**config.mk**
```make
export PLATFORM = sky130hd
export DESIGN_NAME = act_top
export DESIGN_NICKNAME = d
export VERILOG_FILES = /design/src/inc/act_pkg.sv /design/src/act_tick_div.sv /design/src/act_top.sv
export SDC_FILE = /design/constraint.sdc
export NUM_CORES = 1
export LEC_CHECK = 0
export ABC_CLOCK_PERIOD_IN_PS = 11500
export BUFFER_PORTS_ARGS = -buffer_cell sky130_fd_sc_hd__buf_2
export CAP_MARGIN = 25
export CORE_MARGIN = 2
export CORE_UTILIZATION = 35
export DETAILED_ROUTE_END_ITERATION = 8
export RECOVER_POWER = 25
export SYNTH_ARGS = -nofsm -noshare
export SYNTH_HDL_FRONTEND = slang
export SYNTH_HIERARCHICAL = 1
export SYNTH_SLANG_ARGS = --single-unit
```
**constraint.sdc**
```tcl
create_clock -name clock -period 11.5 [get_ports clock]
set_clock_uncertainty 0.1 [all_clocks]
set_input_delay 3.45 -clock clock [delete_from_list [all_inputs] [get_ports clock]]
set_output_delay 3.45 -clock clock [all_outputs]
set_load 0.02 [all_outputs]
```
**src/inc/act_pkg.sv**
```systemverilog
// shared constants for the converter timing and clock control block
// assumes a single system-rate input clock; all slower rates are enables
package act_pkg;

   localparam int unsigned CLK_MHZ       = 250;
   localparam int unsigned CLK_PERIOD_NS = 4;

   // basic clock selector codes and divide factors
   localparam logic [1:0] BC_SEL_DIV4  = 2'h0;
   localparam logic [1:0] BC_SEL_DIV2  = 2'h1;
   localparam logic [1:0] BC_SEL_DIV16 = 2'h2;
   localparam logic [1:0] BC_SEL_DIV8  = 2'h3;
   localparam logic [4:0] BC_DIV4      = 5'h04;
   localparam logic [4:0] BC_DIV2      = 5'h02;
   localparam logic [4:0] BC_DIV16     = 5'h10;
   localparam logic [4:0] BC_DIV8      = 5'h08;

   // sample time selector codes and lengths in basic clock periods
   localparam logic [1:0] ST_SEL_8     = 2'h0;
   localparam logic [1:0] ST_SEL_16    = 2'h1;
   localparam logic [1:0] ST_SEL_32    = 2'h2;
   localparam logic [1:0] ST_SEL_64    = 2'h3;
   localparam logic [7:0] ST_LEN_8     = 8'h08;
   localparam logic [7:0] ST_LEN_16    = 8'h10;
   localparam logic [7:0] ST_LEN_32    = 8'h20;
   localparam logic [7:0] ST_LEN_64    = 8'h40;

   // conversion phase lengths in basic clock periods
   localparam logic [7:0] CONV_10_CAL  = 8'h34;
   localparam logic [7:0] CONV_8_CAL   = 8'h2C;
   localparam logic [7:0] POSTCAL_LEN  = 8'h0C;
   // result register load phase, in system clock periods
   localparam logic [7:0] LOAD_SYS_LEN = 8'h06;

   // reset calibration bounds in basic clock periods
   localparam int unsigned CAL_MIN_BC  = 484;
   localparam int unsigned CAL_MAX_BC  = 11696;

   // saturated result codes
   localparam logic [9:0] RES_ZERO     = 10'h000;
   localparam logic [9:0] RES_FULL     = 10'h3FF;

   // master clock source selection
   localparam logic [1:0] MC_SRC_DIRECT = 2'h0;
   localparam logic [1:0] MC_SRC_BYPASS = 2'h1;
   localparam logic [1:0] MC_SRC_LOOP   = 2'h3;

   typedef enum logic [1:0] {
      ACT_IDLE,
      ACT_SAMPLE,
      ACT_CONVERT,
      ACT_LOAD
   } act_state_e;

endpackage

```
**src/act_tick_div.sv**
```systemverilog
// enable divider: one tick for every div_in input enables
// assumes div_in stays stable while counting; a change acts on the running count at once
`timescale 1ns/1ns
`default_nettype none
module act_tick_div #(
   parameter int unsigned W = 7
) (
   input  wire logic         clock,
   input  wire logic         nrst,
   input  wire logic         en_in,
   input  wire logic [W-1:0] div_in,
   output logic              tick
);

   logic [W-1:0] cnt_reg;
   logic         hit;

   assign hit  = (cnt_reg >= div_in - W'(1));
   assign tick = en_in && hit;

   always_ff @(posedge clock or negedge nrst) begin
      if (!nrst) begin
         cnt_reg <= '0;
      end else if (en_in) begin
         cnt_reg <= hit ? '0 : cnt_reg + W'(1);
      end
   end

endmodule
`default_nettype wire

```
**src/act_top.sv**
```systemverilog
// converter timing, calibration and clock enable control
// assumes start/config from same-clock logic; analog status from pins
//
// Contract
// the basic clock is the system clock divided by 4, 2, 16 or 8 for codes 00..11.
// the sample phase lasts 8, 16, 32 or 64 basic clock periods for codes 00..11.
// a 10-bit conversion with post-calibration takes 52 basic periods plus sample plus 6 system periods.
// an 8-bit conversion with post-calibration takes 44 basic periods plus sample plus 6 system periods.
// without post-calibration every conversion is 12 basic periods shorter.
// input below reference ground gives all-zero bits, above reference supply all ten bits set.
// after reset a calibration runs for 484 to 11696 basic periods, longer while the reference is noisy.
// conversions may start during reset calibration and lengthen it.
// software keeps the basic clock between 0.5 and 20 MHz.
// the cpu clock is the master clock or half of it, chosen by one bit.
// the system clock for the peripherals runs at the cpu clock rate.
// the master clock configuration selects how the master clock is made from the oscillator.
// in bypass the master clock is the oscillator divided by (input divider+1)*(output divider+1).
// at the end of a conversion the result is loaded and a complete flag is raised.
`timescale 1ns/1ns
`default_nettype none
module act_top
   import act_pkg::*;
#(
   parameter int unsigned CAL_MIN = CAL_MIN_BC,
   parameter int unsigned CAL_MAX = CAL_MAX_BC
) (
   input  wire logic       clock,
   input  wire logic       nrst,
   input  wire logic [1:0] master_clock_config_reg,
   input  wire logic [1:0] input_divider_factor,
   input  wire logic [3:0] output_divider_factor,
   input  wire logic       cpu_clock_halver,
   input  wire logic [1:0] basic_clock_select,
   input  wire logic [1:0] sample_time_select,
   input  wire logic       res_8bit,
   input  wire logic       postcal_en,
   input  wire logic       conv_start,
   input  wire logic       ain_below,
   input  wire logic       ain_above,
   input  wire logic [9:0] ain_code,
   input  wire logic       ref_noisy,
   output logic            master_tick,
   output logic            cpu_tick,
   output logic            sys_tick,
   output logic            bc_tick,
   output logic            sample_hold,
   output logic            conv_busy,
   output logic            cal_active,
   output logic [9:0]      result_reg,
   output logic            conv_done
);

   // ************************************************************
   // input synchronisers
   // ************************************************************
   logic [12:0] pin_s1_reg;
   logic [12:0] pin_s2_reg;
   logic        below_s;
   logic        above_s;
   logic        noisy_s;
   logic [9:0]  code_s;

   // code is read only at the end of the load phase, long after it settled
   always_ff @(posedge clock or negedge nrst) begin
      if (!nrst) begin
         pin_s1_reg <= '0;
         pin_s2_reg <= '0;
      end else begin
         pin_s1_reg <= {ain_below, ain_above, ref_noisy, ain_code};
         pin_s2_reg <= pin_s1_reg;
      end
   end
   assign {below_s, above_s, noisy_s, code_s} = pin_s2_reg;

   // ************************************************************
   // master, cpu and system clock enables
   // ************************************************************
   logic [6:0] byp_div;
   logic       byp_tick;
   logic       half_reg;

   assign byp_div = 7'((input_divider_factor + 3'h1) * (output_divider_factor + 5'h01));

   act_tick_div #(.W(7)) u_byp_div (
      .clock  (clock),
      .nrst   (nrst),
      .en_in  (1'b1),
      .div_in (byp_div),
      .tick   (byp_tick)
   );

   // loop source has no model here; it runs at oscillator rate
   always_comb begin
      case (master_clock_config_reg)
         MC_SRC_BYPASS: master_tick = byp_tick;
         default:       master_tick = 1'b1;
      endcase
   end

   always_ff @(posedge clock or negedge nrst) begin
      if (!nrst) begin
         half_reg <= 1'b0;
      end else if (master_tick) begin
         half_reg <= ~half_reg;
      end
   end

   assign cpu_tick = master_tick && (!cpu_clock_halver || half_reg);
   assign sys_tick = cpu_tick;

   // ************************************************************
   // converter basic clock
   // ************************************************************
   logic [4:0] bc_div;

   always_comb begin
      case (basic_clock_select)
         BC_SEL_DIV4:  bc_div = BC_DIV4;
         BC_SEL_DIV2:  bc_div = BC_DIV2;
         BC_SEL_DIV16: bc_div = BC_DIV16;
         BC_SEL_DIV8:  bc_div = BC_DIV8;
         default:      bc_div = BC_DIV4;
      endcase
   end

   // range of the resulting rate is software's concern, not checked here
   act_tick_div #(.W(5)) u_bc_div (
      .clock  (clock),
      .nrst   (nrst),
      .en_in  (sys_tick),
      .div_in (bc_div),
      .tick   (bc_tick)
   );

   // ************************************************************
   // conversion sequencer
   // ************************************************************
   act_state_e state_reg;
   logic [7:0] ph_cnt_reg;
   logic [7:0] st_len;
   logic [7:0] conv_len;
   logic       mode8_reg;
   logic       pcal_reg;

   always_comb begin
      case (sample_time_select)
         ST_SEL_8:  st_len = ST_LEN_8;
         ST_SEL_16: st_len = ST_LEN_16;
         ST_SEL_32: st_len = ST_LEN_32;
         ST_SEL_64: st_len = ST_LEN_64;
         default:   st_len = ST_LEN_8;
      endcase
   end

   // mode is latched at start so a mid-conversion change cannot skew length
   always_comb begin
      conv_len = mode8_reg ? CONV_8_CAL : CONV_10_CAL;
      if (!pcal_reg) begin
         conv_len = conv_len - POSTCAL_LEN;
      end
   end

   always_ff @(posedge clock or negedge nrst) begin
      if (!nrst) begin
         state_reg  <= ACT_IDLE;
         ph_cnt_reg <= '0;
         mode8_reg  <= 1'b0;
         pcal_reg   <= 1'b1;
      end else begin
         case (state_reg)
            ACT_IDLE: begin
               // starts are honoured during calibration too
               if (conv_start) begin
                  state_reg  <= ACT_SAMPLE;
                  ph_cnt_reg <= '0;
                  mode8_reg  <= res_8bit;
                  pcal_reg   <= postcal_en;
               end
            end
            ACT_SAMPLE: begin
               if (bc_tick) begin
                  if (ph_cnt_reg == st_len - 8'h01) begin
                     state_reg  <= ACT_CONVERT;
                     ph_cnt_reg <= '0;
                  end else begin
                     ph_cnt_reg <= ph_cnt_reg + 8'h01;
                  end
               end
            end
            ACT_CONVERT: begin
               if (bc_tick) begin
                  if (ph_cnt_reg == conv_len - 8'h01) begin
                     state_reg  <= ACT_LOAD;
                     ph_cnt_reg <= '0;
                  end else begin
                     ph_cnt_reg <= ph_cnt_reg + 8'h01;
                  end
               end
            end
            ACT_LOAD: begin
               if (sys_tick) begin
                  if (ph_cnt_reg == LOAD_SYS_LEN - 8'h01) begin
                     state_reg  <= ACT_IDLE;
                     ph_cnt_reg <= '0;
                  end else begin
                     ph_cnt_reg <= ph_cnt_reg + 8'h01;
                  end
               end
            end
            default: begin
               state_reg  <= ACT_IDLE;
               ph_cnt_reg <= '0;
            end
         endcase
      end
   end

   logic load_end;
   assign load_end = (state_reg == ACT_LOAD) && sys_tick
                     && (ph_cnt_reg == LOAD_SYS_LEN - 8'h01);

   assign sample_hold = (state_reg == ACT_SAMPLE);
   assign conv_busy   = (state_reg != ACT_IDLE);

   // ************************************************************
   // result register and complete flag
   // ************************************************************
   always_ff @(posedge clock or negedge nrst) begin
      if (!nrst) begin
         result_reg <= RES_ZERO;
         conv_done  <= 1'b0;
      end else begin
         conv_done <= load_end;
         if (load_end) begin
            if (below_s) begin
               result_reg <= RES_ZERO;
            end else if (above_s) begin
               result_reg <= RES_FULL;
            end else begin
               result_reg <= code_s;
            end
         end
      end
   end

   // ************************************************************
   // reset calibration
   // ************************************************************
   logic [13:0] cal_cnt_reg;
   logic        cal_min_ok;
   logic        cal_stop;

   assign cal_min_ok = (cal_cnt_reg >= 14'(CAL_MIN - 1));
   assign cal_stop   = bc_tick && !conv_busy
                       && ((cal_min_ok && !noisy_s) || cal_cnt_reg >= 14'(CAL_MAX - 1));

   // a conversion freezes the count, which stretches the sequence
   always_ff @(posedge clock or negedge nrst) begin
      if (!nrst) begin
         cal_active  <= 1'b1;
         cal_cnt_reg <= '0;
      end else if (cal_active && bc_tick && !conv_busy) begin
         if (cal_stop) begin
            cal_active <= 1'b0;
         end else begin
            cal_cnt_reg <= cal_cnt_reg + 14'h0001;
         end
      end
   end

   // ************************************************************
   // assertions
   // ************************************************************
   logic [4:0] sys_gap_reg;
   logic [1:0] bsel_seen_reg;
   always_ff @(posedge clock or negedge nrst) begin
      if (!nrst) begin
         sys_gap_reg   <= '0;
         bsel_seen_reg <= BC_SEL_DIV4;
      end else begin
         bsel_seen_reg <= basic_clock_select;
         if (bc_tick) begin
            sys_gap_reg <= '0;
         end else if (basic_clock_select != bsel_seen_reg) begin
            sys_gap_reg <= 5'h10; // selector moved mid-interval; bit 4 voids this gap
         end else if (sys_tick) begin
            sys_gap_reg <= sys_gap_reg + 5'h01;
         end
      end
   end
endmodule
`default_nettype wire

```
==> impl_metrics.env, run 1 <==
export IMPL_dpl_hpwl_um=6151
export IMPL_antenna_found_initial=0
export IMPL_synth_largest_area_cell="dfrtp_1"
export IMPL_dp_cells=635
export IMPL_maxCapViolCount=1
export IMPL_cts_buffers=9
export IMPL_reg2reg_setup_slack_ns=7.86
export IMPL_synth_ff_type="dfrtp_1"
export IMPL_vias_per_cell=4.971
export IMPL_final_antenna_net_count=0
export IMPL_post_route_period_util_pct=98.06
export IMPL_portBuffers=48
export IMPL_hold_viol_final=0
export IMPL_post_cts_buffers=0
export IMPL_placementRows=41
export IMPL_vias=3246
export IMPL_clockBufferDepth=2
export IMPL_crit_type="primary input to output port"
export IMPL_status="finished with violations"
export IMPL_wire_per_inst_um=13.06
export IMPL_peakVddDrop_mv=0.08737
export IMPL_grt_total_usage_pct=13.16
export IMPL_synthArstFlopShare_pct=100.0
export IMPL_die_width_um=116.3
export IMPL_tightest_slew_ns=1.700
export IMPL_first_pass_iters=4
export IMPL_die_area_mm2=0.01353
export IMPL_gp_congestion=0.8218
export IMPL_setup_viol=0
export IMPL_grt_pass1_wl_um=13990
export IMPL_synth_cell_types=68
export IMPL_diodes=0
export IMPL_grt_overflow=0
export IMPL_violations="max-capacitance violations, max-slew violations"
export IMPL_hold_path_class="register to register"
export IMPL_crit_start="output_divider_factor[0]"
export IMPL_crit_fanout=5
export IMPL_synth_warnings=6
export IMPL_period_needed_ns=11.28
export IMPL_r2r_end="state_reg[1]"
export IMPL_cp_arrival_ns=7.73
export IMPL_nNetsFinal=544
export IMPL_reg2regPathDepth=14
export IMPL_r2r_start="u_byp_div/cnt_reg[0]"
export IMPL_power_density_mw_per_mm2=176.8
export IMPL_clkTransAtPathRegs_ns=0.05
export IMPL_synth_top_area_share_pct=42.49
export IMPL_cp_start_kind="primary input"
export IMPL_grt_pass1_vias=3082
export IMPL_yosysSeqAreaShare_pct=43.68
export IMPL_clock_sinks=77
export IMPL_io_pins=49
export IMPL_postSynthAreaPerCell_um2=10.44
export IMPL_htreeDepth=3
export IMPL_insertion_delay_ns=0.34
export IMPL_fillers=1196
export IMPL_largest_reg_flops=14
export IMPL_whs_ns=0.2453
export IMPL_drive_gt1_share_pct=19.75
export IMPL_start_util_pct=35.43
export IMPL_max_freq_mhz=88.68
export IMPL_core_area_mm2=0.01247
export IMPL_critical_path_required_ns=7.95
export IMPL_ys_top_cells_by_area="dfrtp_1 42%, ha_1 9.3%, xor2_1 5.0%"
export IMPL_drc=0
export IMPL_synth_cells=423
export IMPL_synth_edf_count=0
export IMPL_wl_um=8527
export IMPL_netlist_area_mm2=0.004417
export IMPL_syn2layout_area_growth_pct=17.90
export IMPL_critPathCaptureType="output port"
export IMPL_cts_root_buf="clkbuf_16"
export IMPL_p_leak_nw=2.439
export IMPL_fp_dieH_um=116.3
export IMPL_tritoncts="built"
export IMPL_instances_no_fill=653
export IMPL_grt_start_max_net_pins=78
export IMPL_cp_endpoint="bc_tick"
export IMPL_synth_seq_cells=77
export IMPL_timing_slew_headroom_pct=-13.31
export IMPL_slew_violations=29
export IMPL_drtIter0Drc=172
==> cells in the mapped netlist (2+ instances only) <==
library cell   n
dfrtp_1       75
ha_1          33
nand2_1       28
nor2_1        28
inv_1         27
xor2_1        25
nor3_1        15
nand3_1       14
nor2b_1       12
xnor2_1       12
a21oi_1       11
o31ai_1       10
nand4_1        9
clkbuf_1       7
o211ai_1       7
nand2b_1       6
and2_1         5
and3_1         5
o21ai_0        5
o22ai_1        5
a21o_1         4
and4_1         4
buf_4          4
fa_1           4
nor3b_1        4
nor4_1         4
a31oi_1        3
mux2_2         3
mux2i_1        3
o21ai_1        3
a2111oi_4      2
a211o_1        2
buf_1          2
conb_1         2
dfstp_2        2
nand3b_1       2
o2111ai_1      2
o21a_1         2
o311a_1        2
or2_2          2
==> layout make-up <==
type	instances	area [µm²]	area share [%]
Sequential cell	77	1929	37.05
Timing Repair Buffer	55	311.5	5.983
Clock inverter	3	42.54	0.8169
Clock buffer	13	270.3	5.190
Inverter	27	101.3	1.946
Tap cell	172	215.2	4.133
Multi-Input combinational cell	306	2337	44.88
==> placed cells by master, fill, tap and decap left out, types with 5 or more instances in the layout <==
cell type	n
inv_1	27
and3_1	5
nand2b_1	6
o31ai_1	10
nor2_1	28
nand4_1	9
xor2_1	24
and2_1	5
nand3_1	14
dfrtp_1	75
clkbuf_16	9
nor2b_1	11
nand2_1	28
nor3_1	14
o21ai_0	5
buf_2	47
ha_1	32
a21oi_1	11
buf_4	6
o211ai_1	7
xnor2_1	12
o22ai_1	5
==> where the power goes <==
| group | internal, W | total [W] | switching, W |
|---|---|---|---|
| Sequential | 0.000304 | 0.000345 | 0.0000413 |
| Clock | 0.000185 | 0.000292 | 0.000106 |
| Combinational | 0.000127 | 0.000284 | 0.000157 |
| Total | 0.000617 | 0.000921 | 0.000304 |
==> how the worst min path moves through the flow <==
| stage | endpoint | cells after the start | from | slack, ns |
|---|---|---|---|---|
| after CTS | pin_s2_reg[0] | 0 | pin_s1_reg[0] | 0.25 |
| after detailed placement | pin_s2_reg[0] | 0 | pin_s1_reg[0] | 0.23 |
| final | pin_s2_reg[0] | 0 | pin_s1_reg[0] | 0.25 |
| after global placement | pin_s2_reg[10] | 0 | pin_s1_reg[10] | 0.23 |
| after floorplan | pin_s2_reg[0] | 0 | pin_s1_reg[0] | 0.23 |
| after global routing | pin_s2_reg[2] | 0 | pin_s1_reg[2] | 0.25 |
==> worst max-delay path, cell delays in order <==
cell     delay, ns
buf_2         0.13
ha_2          0.23
xor2_2        0.19
nor2b_2       0.19
fa_1          0.42
ha_1          0.24
fa_1          0.40
xor2_1        0.19
nor3_2        0.16
nand3_1       0.11
xor2_1        0.15
ha_1          0.29
a21o_1        0.18
a21oi_1       0.18
o21ai_1       0.11
and2_1        0.18
or3b_4        0.39
o21ai_2       0.08
inv_1         0.06
and2_1        0.20
buf_2         0.18
==> what timing repair did <==
action | 4_1_cts | 5_1_grt
endpoints found under the setup margin | 1 | 3
pin swaps | 0 | 1
gates resized for setup | 1 | 4
hold buffers | 0 | 0
==> per-stage QoR <==
| step | cell area (µm²) | power, W | util, % | setup TNS [ns] | setup slack, ns |
|---|---|---|---|---|---|
| global route | 5207 | 0.0009863 | 41.77 | -0.02168 | -0.02168 |
| floorplan | 4427 | 0.0005596 | - | 0 | 0.04672 |
| global placement | 4842 | 0.0006214 | 38.84 | 0 | 0.1765 |
| CTS | 5162 | 0.0009307 | 41.41 | 0 | 0.006144 |
| detailed placement | 4842 | 0.0006312 | 38.84 | -0.01688 | -0.01688 |
| finish | 5207 | 0.0009209 | 41.77 | 0 | 0.2232 |
==> per-layer routing <==
layer / global-route usage [%] / share of wire, % / vias up
li1: - / - / 1603
met4: 6.111 / 1.2 / 0
met2: 21.55 / 48 / 68
met1: 16.06 / 46 / 1562
met3: 3.788 / 4.5 / 13
met5: 0 / 0 / -
==> kinds of logic after synthesis <==
kind of cell,synth area share [%]
muxes,1.785
buffers and inverters,4.108
xor gates and xnor gates,7.337
AOI/OAI and AO/OA,13.71
DFF,43.68
and+or+nand+nor,18.04
adders and majority gates,11.16
other,0.1700
Note: power is estimated with default switching activity, not from simulation.
==> inputs of run 2 (changes only) <==
--- a/config.mk
+++ b/config.mk
@@ -8,9 +8,12 @@
 export ABC_CLOCK_PERIOD_IN_PS = 11500
 export BUFFER_PORTS_ARGS = -buffer_cell sky130_fd_sc_hd__buf_2
 export CAP_MARGIN = 25
+export CELL_PAD_IN_SITES_DETAIL_PLACEMENT = 1
+export CELL_PAD_IN_SITES_GLOBAL_PLACEMENT = 1
 export CORE_MARGIN = 2
 export CORE_UTILIZATION = 35
 export DETAILED_ROUTE_END_ITERATION = 8
+export PLACE_DENSITY_LB_ADDON = 0.1
 export RECOVER_POWER = 25
 export SYNTH_ARGS = -nofsm -noshare
 export SYNTH_HDL_FRONTEND = slang
==> impl_metrics.env, run 2 (synthesis gave the netlist of run 1 again) <==
export IMPL_status="finished, final reports clean"
export IMPL_first_pass_iters=4
export IMPL_placementRows=41
export IMPL_seq_area_mm2=0.001929
export IMPL_slew_violations=0
export IMPL_period_needed_ns=11.19
export IMPL_p_leak_nw=2.435
export IMPL_wire_per_inst_um=15.17
export IMPL_drtIter0Drc=140
export IMPL_critical_path_required_ns=7.95
export IMPL_timing_slew_headroom_pct=14.53
export IMPL_clockBufferDepth=2
export IMPL_crit_type="primary input to output port"
export IMPL_slowest_stage="fa_1"
export IMPL_cp_depth=21
export IMPL_max_freq_mhz=89.35
export IMPL_nNetsFinal=545
export IMPL_cts_buffers=9
export IMPL_layout_common_cells="75 x dfrtp_1, 48 x buf_2, 31 x ha_1, 28 x nand2_1, 28 x nor2_1"
export IMPL_htreeDepth=3
export IMPL_dpl_worst_slack_ns=-0.1691
export IMPL_grt_start_max_net_pins=78
export IMPL_final_common_cell="dfrtp_1"
export IMPL_clock_sinks=77
export IMPL_maxCapViolCount=0
export IMPL_post_route_period_util_pct=97.32
export IMPL_cp_endpoint="bc_tick"
export IMPL_cp_top_family="adder cells"
export IMPL_crit_start="output_divider_factor[0]"
export IMPL_hold_path_class="register to register"
export IMPL_insertion_delay_ns=0.33
export IMPL_setup_viol=0
export IMPL_clkTransAtPathRegs_ns=0.06
export IMPL_cp_num_buf_inv=3
export IMPL_vias_per_cell=5.115
export IMPL_critPathCaptureType="output port"
export IMPL_r2r_start="u_byp_div/cnt_reg[0]"
export IMPL_antenna_found_initial=0
export IMPL_crit_fanout=5
export IMPL_start_util_pct=35.43
export IMPL_tritoncts="built"
export IMPL_cts_root_buf="clkbuf_16"
export IMPL_largest_reg_flops=14
export IMPL_power_density_mw_per_mm2=176.4
export IMPL_whs_ns=0.2465
export IMPL_reg2regPathDepth=15
export IMPL_core_area_mm2=0.01247
export IMPL_diodes=0
export IMPL_cp_arrival_ns=7.64
export IMPL_gp_congestion=0.7871
export IMPL_rsz0062_at_grt="no"
export IMPL_cpPeakStageDelay_ns=0.42
export IMPL_final_antenna_net_count=0
export IMPL_vias=3345
export IMPL_wl_um=9923
export IMPL_portBuffers=48
export IMPL_grt_pass1_wl_um=16680
export IMPL_tightest_slew_ns=1.282
export IMPL_peakVddDrop_mv=0.06450
export IMPL_cp_cell_sequence="buf_2 -> ha_4 -> xor2_2 -> nor2b_4 -> fa_1 -> ha_1 -> fa_2 -> xor2_1 -> nor3_2 -> nand3_1 -> xor2_1 -> ha_1 -> a21o_1 -> a21oi_2 -> o21ai_1 -> and2_1 -> or3b_4 -> o21ai_2 -> inv_2 -> and2_1 -> buf_2"
export IMPL_hold_viol_final=0
export IMPL_fp_dieH_um=116.3
export IMPL_io_pins=49
export IMPL_reg2reg_setup_slack_ns=7.79
export IMPL_grt_overflow=0
export IMPL_cp_start_kind="primary input"
export IMPL_drive_gt1_share_pct=20.75
export IMPL_syn2layout_area_growth_pct=18.33
export IMPL_drc=0
export IMPL_grt_pass1_vias=3435
export IMPL_die_width_um=116.3
export IMPL_layout_setup_ws_ns=0.3085
export IMPL_r2r_end="state_reg[1]"
export IMPL_fillers=1438
export IMPL_dpl_hpwl_um=7480
export IMPL_cts_hold_buf=0
export IMPL_grt_total_usage_pct=15.80
export IMPL_die_area_mm2=0.01353
export IMPL_multiInputGateArea_mm2=0.002371
## run 2: cell count changes in the layout (fill, tap and decap cells not counted), sizes merged
cell	change
buf	+1
clkbuf	-3
clkinvlp	+1
clkinv	+2
## run 2: timing repair
action                                  in CTS  in global routing
pin swaps                                    1                  1
endpoints found under the setup margin       3                  3
gates resized for setup                      4                  7
setup buffers                                0                  0
cloned                                       0                  0
## run 2: area by class of cell
cell class              instances  share of cell area [%]
multi-input cells             306                   45.37
clock buffers                  10                   4.381
repair buffers                 56                   6.057
clock inverters                 6                   1.221
well taps                     172                   4.118
inverters                      27                   1.939
flip-flops and latches         77                   36.92
## run 2: worst min path at each step
stage / startpoint / end / slack [ns] / cells after the start
6_report: pin_s1_reg[4] / pin_s2_reg[4] / 0.25 / 0
5_1_grt: pin_s1_reg[2] / pin_s2_reg[2] / 0.26 / 0
4_1_cts: pin_s1_reg[4] / pin_s2_reg[4] / 0.25 / 0
2_1_floorplan: pin_s1_reg[0] / pin_s2_reg[0] / 0.23 / 0
3_5_place_dp: pin_s1_reg[4] / pin_s2_reg[4] / 0.24 / 0
3_3_place_gp: pin_s1_reg[1] / pin_s2_reg[1] / 0.23 / 0
## run 2: power by group
| part | leakage (nW) | internal [W] | switching [W] | total [W] |
|---|---|---|---|---|
| logic | 1.35 | 0.000131 | 0.000167 | 0.000298 |
| registers | 0.950 | 0.000304 | 0.0000416 | 0.000346 |
| clock network | 0.138 | 0.000168 | 0.000111 | 0.000278 |
| total | 2.44 | 0.000603 | 0.000319 | 0.000922 |
## run 2: worst register-to-register path: cells and delay by family (launching register included)
family,cells,cell delay (ns)
buf+inv,3,0.33
fa+ha+maj,1,0.23
compound gates,5,1.17
simple gates,5,1.09
flops,1,0.40
mux,1,0.29
## run 2: metal layers
layer,wire length [µm],track usage [%]
met1,4671,21.44
met2,4779,25.58
met3,322,2.802
met4,150,5.476
met5,0,0
## run 2: stage by stage
| step | cell area (µm²) | util, % | std cells | total power [W] | setup TNS (ns) |
|---|---|---|---|---|---|
| 6_report | 5226 | 41.93 | 654 | 0.0009222 | 0 |
| 4_1_cts | 5165 | 41.43 | 653 | 0.0009339 | 0 |
| 5_1_grt | 5226 | 41.93 | 654 | 0.0009937 | 0 |
| 2_1_floorplan | 4427 | - | 425 | 0.0005596 | 0 |
| 3_3_place_gp | 4850 | 38.90 | 636 | 0.0006324 | 0 |
| 3_5_place_dp | 4855 | 38.94 | 637 | 0.0006453 | -0.2201 |
==> inputs of run 3 (changes only) <==
--- a/config.mk
+++ b/config.mk
@@ -5,6 +5,7 @@
 export SDC_FILE = /design/constraint.sdc
 export NUM_CORES = 1
 export LEC_CHECK = 0
+export ABC_AREA = 1
 export ABC_CLOCK_PERIOD_IN_PS = 11500
 export BUFFER_PORTS_ARGS = -buffer_cell sky130_fd_sc_hd__buf_2
 export CAP_MARGIN = 25
@@ -13,6 +14,7 @@
 export CORE_MARGIN = 2
 export CORE_UTILIZATION = 35
 export DETAILED_ROUTE_END_ITERATION = 8
+export GPL_TIMING_DRIVEN = 0
 export PLACE_DENSITY_LB_ADDON = 0.1
 export RECOVER_POWER = 25
 export SYNTH_ARGS = -nofsm -noshare
==> impl_metrics.env, run 3 <==
export IMPL_post_route_period_util_pct=97.48
export IMPL_power_density_mw_per_mm2=180.7
export IMPL_synth_most_common_cell="nand2_1"
export IMPL_layout_setup_ws_ns=0.2903
export IMPL_tritoncts="built"
export IMPL_synth_edf_count=0
export IMPL_cp_num_buf_inv=7
export IMPL_min_path_cells=0
export IMPL_core_area_mm2=0.01330
export IMPL_critical_path_required_ns=7.95
export IMPL_fp_dieH_um=121.0
export IMPL_final_antenna_net_count=0
export IMPL_violations="max-capacitance violations, max-slew violations"
export IMPL_slew_violations=33
export IMPL_seq_area_mm2=0.001929
export IMPL_holdPathEnd="pin_s2_reg[8]"
export IMPL_gp_congestion=0.8250
export IMPL_synth_top_area_share_pct=39.14
export IMPL_intPower_w=0.0006260
export IMPL_reg2regPathDepth=20
export IMPL_min_from="pin_s1_reg[8]"
export IMPL_netlist_area_mm2=0.004795
export IMPL_synth_warnings=6
export IMPL_critPathCaptureType="output port"
export IMPL_cpMostUsedCell="nand2_1"
export IMPL_syn2layout_area_growth_pct=18.95
export IMPL_antenna_found_initial=0
export IMPL_period_needed_ns=11.21
export IMPL_die_area_mm2=0.01465
export IMPL_ys_top_cells_by_area="dfrtp_1 39%, nand2_1 13%, ha_1 8.6%"
export IMPL_cp_arrival_ns=7.66
export IMPL_synth_largest_area_cell="dfrtp_1"
export IMPL_status="finished with violations"
export IMPL_grt_overflow=0
export IMPL_timing_slew_headroom_pct=-24.61
export IMPL_seq_power_share_pct=33.3
export IMPL_vias=4097
export IMPL_wire_per_inst_um=13.19
export IMPL_hold_viol_final=0
export IMPL_maxCapViolCount=1
export IMPL_setup_viol=0
export IMPL_vias_per_cell=4.682
export IMPL_slowest_stage="fa_1"
export IMPL_cp_top_family="adder cells"
export IMPL_drive_gt1_share_pct=15.16
export IMPL_grt_start_max_net_pins=46
export IMPL_multiInputGateArea_mm2=0.002507
export IMPL_clkTransAtPathRegs_ns=0.06
export IMPL_synth_commonest_cells="171 x nand2_1, 82 x inv_1, 75 x dfrtp_1, 61 x nor2_1, 49 x nand3_1"
export IMPL_cts_buffers=9
export IMPL_io_pins=49
export IMPL_r2r_end="cal_cnt_reg[2]"
export IMPL_comb_power_share_pct=37.8
export IMPL_cts_root_buf="clkbuf_16"
export IMPL_drc=0
export IMPL_synth_ff_type="dfrtp_1"
export IMPL_crit_type="primary input to output port"
export IMPL_layout_common_cells="171 x nand2_1, 81 x inv_1, 75 x dfrtp_1, 61 x nor2_1, 51 x buf_2"
export IMPL_postSynthAreaPerCell_um2=7.721
export IMPL_dpl_hpwl_um=8907
export IMPL_placementRows=42
export IMPL_nNetsFinal=762
export IMPL_clock_sinks=77
export IMPL_synthArstFlopShare_pct=100.0
export IMPL_portBuffers=48
export IMPL_synth_cell_types=37
export IMPL_peakVddDrop_mv=0.1138
export IMPL_dpl_worst_slack_ns=-0.3790
export IMPL_clkPwrFrac_pct=28.9
export IMPL_netSwitchingFraction_pct=39.26
export IMPL_p_leak_nw=2.966
export IMPL_p_sw_w=0.0004046
export IMPL_synth_cells=621
export IMPL_max_freq_mhz=89.21
export IMPL_die_width_um=121.0
export IMPL_utilization_pct=42.89
export IMPL_cpPeakStageDelay_ns=0.43
export IMPL_synth_seq_cells=77
export IMPL_hold_path_class="register to register"
export IMPL_cp_start_kind="primary input"
export IMPL_grt_total_usage_pct=16.79
export IMPL_tightest_slew_ns=1.869
export IMPL_htreeDepth=3
export IMPL_first_pass_iters=4
export IMPL_fin_setup_tns_ns=0
export IMPL_reg2reg_setup_slack_ns=8.08
export IMPL_fillers=1684
export IMPL_grt_pass1_vias=4222
export IMPL_r2r_start="u_byp_div/cnt_reg[2]"
export IMPL_yosysSeqAreaShare_pct=40.24
export IMPL_start_util_pct=36.06
export IMPL_largest_reg_flops=14
export IMPL_final_common_cell="nand2_1"
export IMPL_clockBufferDepth=2
export IMPL_insertion_delay_ns=0.34
export IMPL_diodes=0
export IMPL_wl_um=11540
export IMPL_drtIter0Drc=152
export IMPL_finalPower_w=0.001031
export IMPL_grt_pass1_wl_um=19770
export IMPL_crit_fanout=9
[run 3: changes by cell type in the layout (fill, tap and decap cells not counted), sizes merged, moves of 7 or more]
cell	change
nand4	+13
inv	+62
nand3	+38
nand2b	-7
o31ai	-11
clkbuf	+7
o211ai	-7
nor3	-9
nand2	+144
buf	+9
nor2	+39
nor2b	-12
o21ai	+21
[run 3: cells by family after synthesis]
kind of cell | after synthesis | synth area share (%)
XOR/XNOR | 32 | 5.846
adder cells (fa/ha/maj) | 37 | 10.28
flip-flops | 77 | 40.24
multiplexers | 2 | 0.4436
buffers and inverters | 104 | 8.794
other | 2 | 0.1566
AND/OR/NAND/NOR | 321 | 28.97
AO/OA/AOI/OAI | 46 | 5.272
[run 3: layout make-up]
type,instances,area share [%]
well taps,176,3.861
clock inverters,7,1.514
plain buffers,18,1.711
clock buffers,9,3.949
flip-flops and latches,77,33.83
repair buffers,55,5.485
multi-input cells,447,43.97
inverters,86,5.682
[run 3: routing by layer]
metal / part of all wire (%) / wire [µm] / vias to the layer above / track usage, %
met2: 51 / 5942 / 34 / 29.25
met1: 45 / 5190 / 1965 / 21.29
met4: 0.81 / 93 / 0 / 3.125
met3: 2.7 / 313 / 5 / 3.994
li1: - / - / 2093 / -
met5: 0 / 0 / - / 0
[run 3: metrics by stage]
| step | instances | hold slack, ns | instance area [µm²] |
|---|---|---|---|
| final | 875 | 0.2476 | 5703 |
| after global routing | 875 | 0.2557 | 5703 |
| after CTS | 869 | 0.2516 | 5650 |
| after detailed placement | 853 | 0.2358 | 5311 |
| after global placement | 852 | 0.2310 | 5281 |
| after floorplan | 628 | 0.2312 | 4821 |
[run 3: worst max path at each step]
stage / from / end / slack (ns) / depth (start not counted)
finish: output_divider_factor[0] / bc_tick / 0.29 / 26
global route: output_divider_factor[0] / bc_tick / -0.03 / 26
CTS: output_divider_factor[0] / bc_tick / 0.01 / 26
detailed placement: output_divider_factor[0] / bc_tick / -0.38 / 24
global placement: output_divider_factor[0] / bc_tick / -0.31 / 24
floorplan: output_divider_factor[0] / bc_tick / 0.14 / 22
[run 3: power by group through the flow]
stage	logic, W	registers [W]	clock network [W]
final	0.000390	0.000343	0.000298
after global routing	0.000452	0.000350	0.000317
after CTS	0.000381	0.000343	0.000309
after detailed placement	0.000371	0.000348	0
after global placement	0.000352	0.000347	0
after floorplan	0.000273	0.000339	0
[run 3: timing repair]
| item | 4_1_cts | 5_1_grt |
|---|---|---|
| gates resized for setup | 5 | 3 |
| endpoints found under the hold margin | 0 | 0 |
| gates cloned | 0 | 0 |
| hold buffers | 0 | 0 |
| pin swaps | 0 | 2 |
| setup endpoints to repair | 1 | 1 |
| buffers inserted | 0 | 6 |
[run 3: worst register-to-register path, stage by stage (launching register included)]
cell and delay (ns):
dfrtp_1 0.43, ha_1 0.32, nand2_1 0.06, inv_1 0.05
nand2_1 0.04, nand2_1 0.06, nand2_1 0.10, a21oi_4 0.22
inv_1 0.06, nand3b_1 0.13, o21ai_0 0.12, inv_2 0.10
buf_6 0.15, inv_1 0.09, a31oi_4 0.17, buf_4 0.16
nand2_1 0.08, inv_1 0.22, clkbuf_1 0.44, nand4_1 0.16
nand2_1 0.10
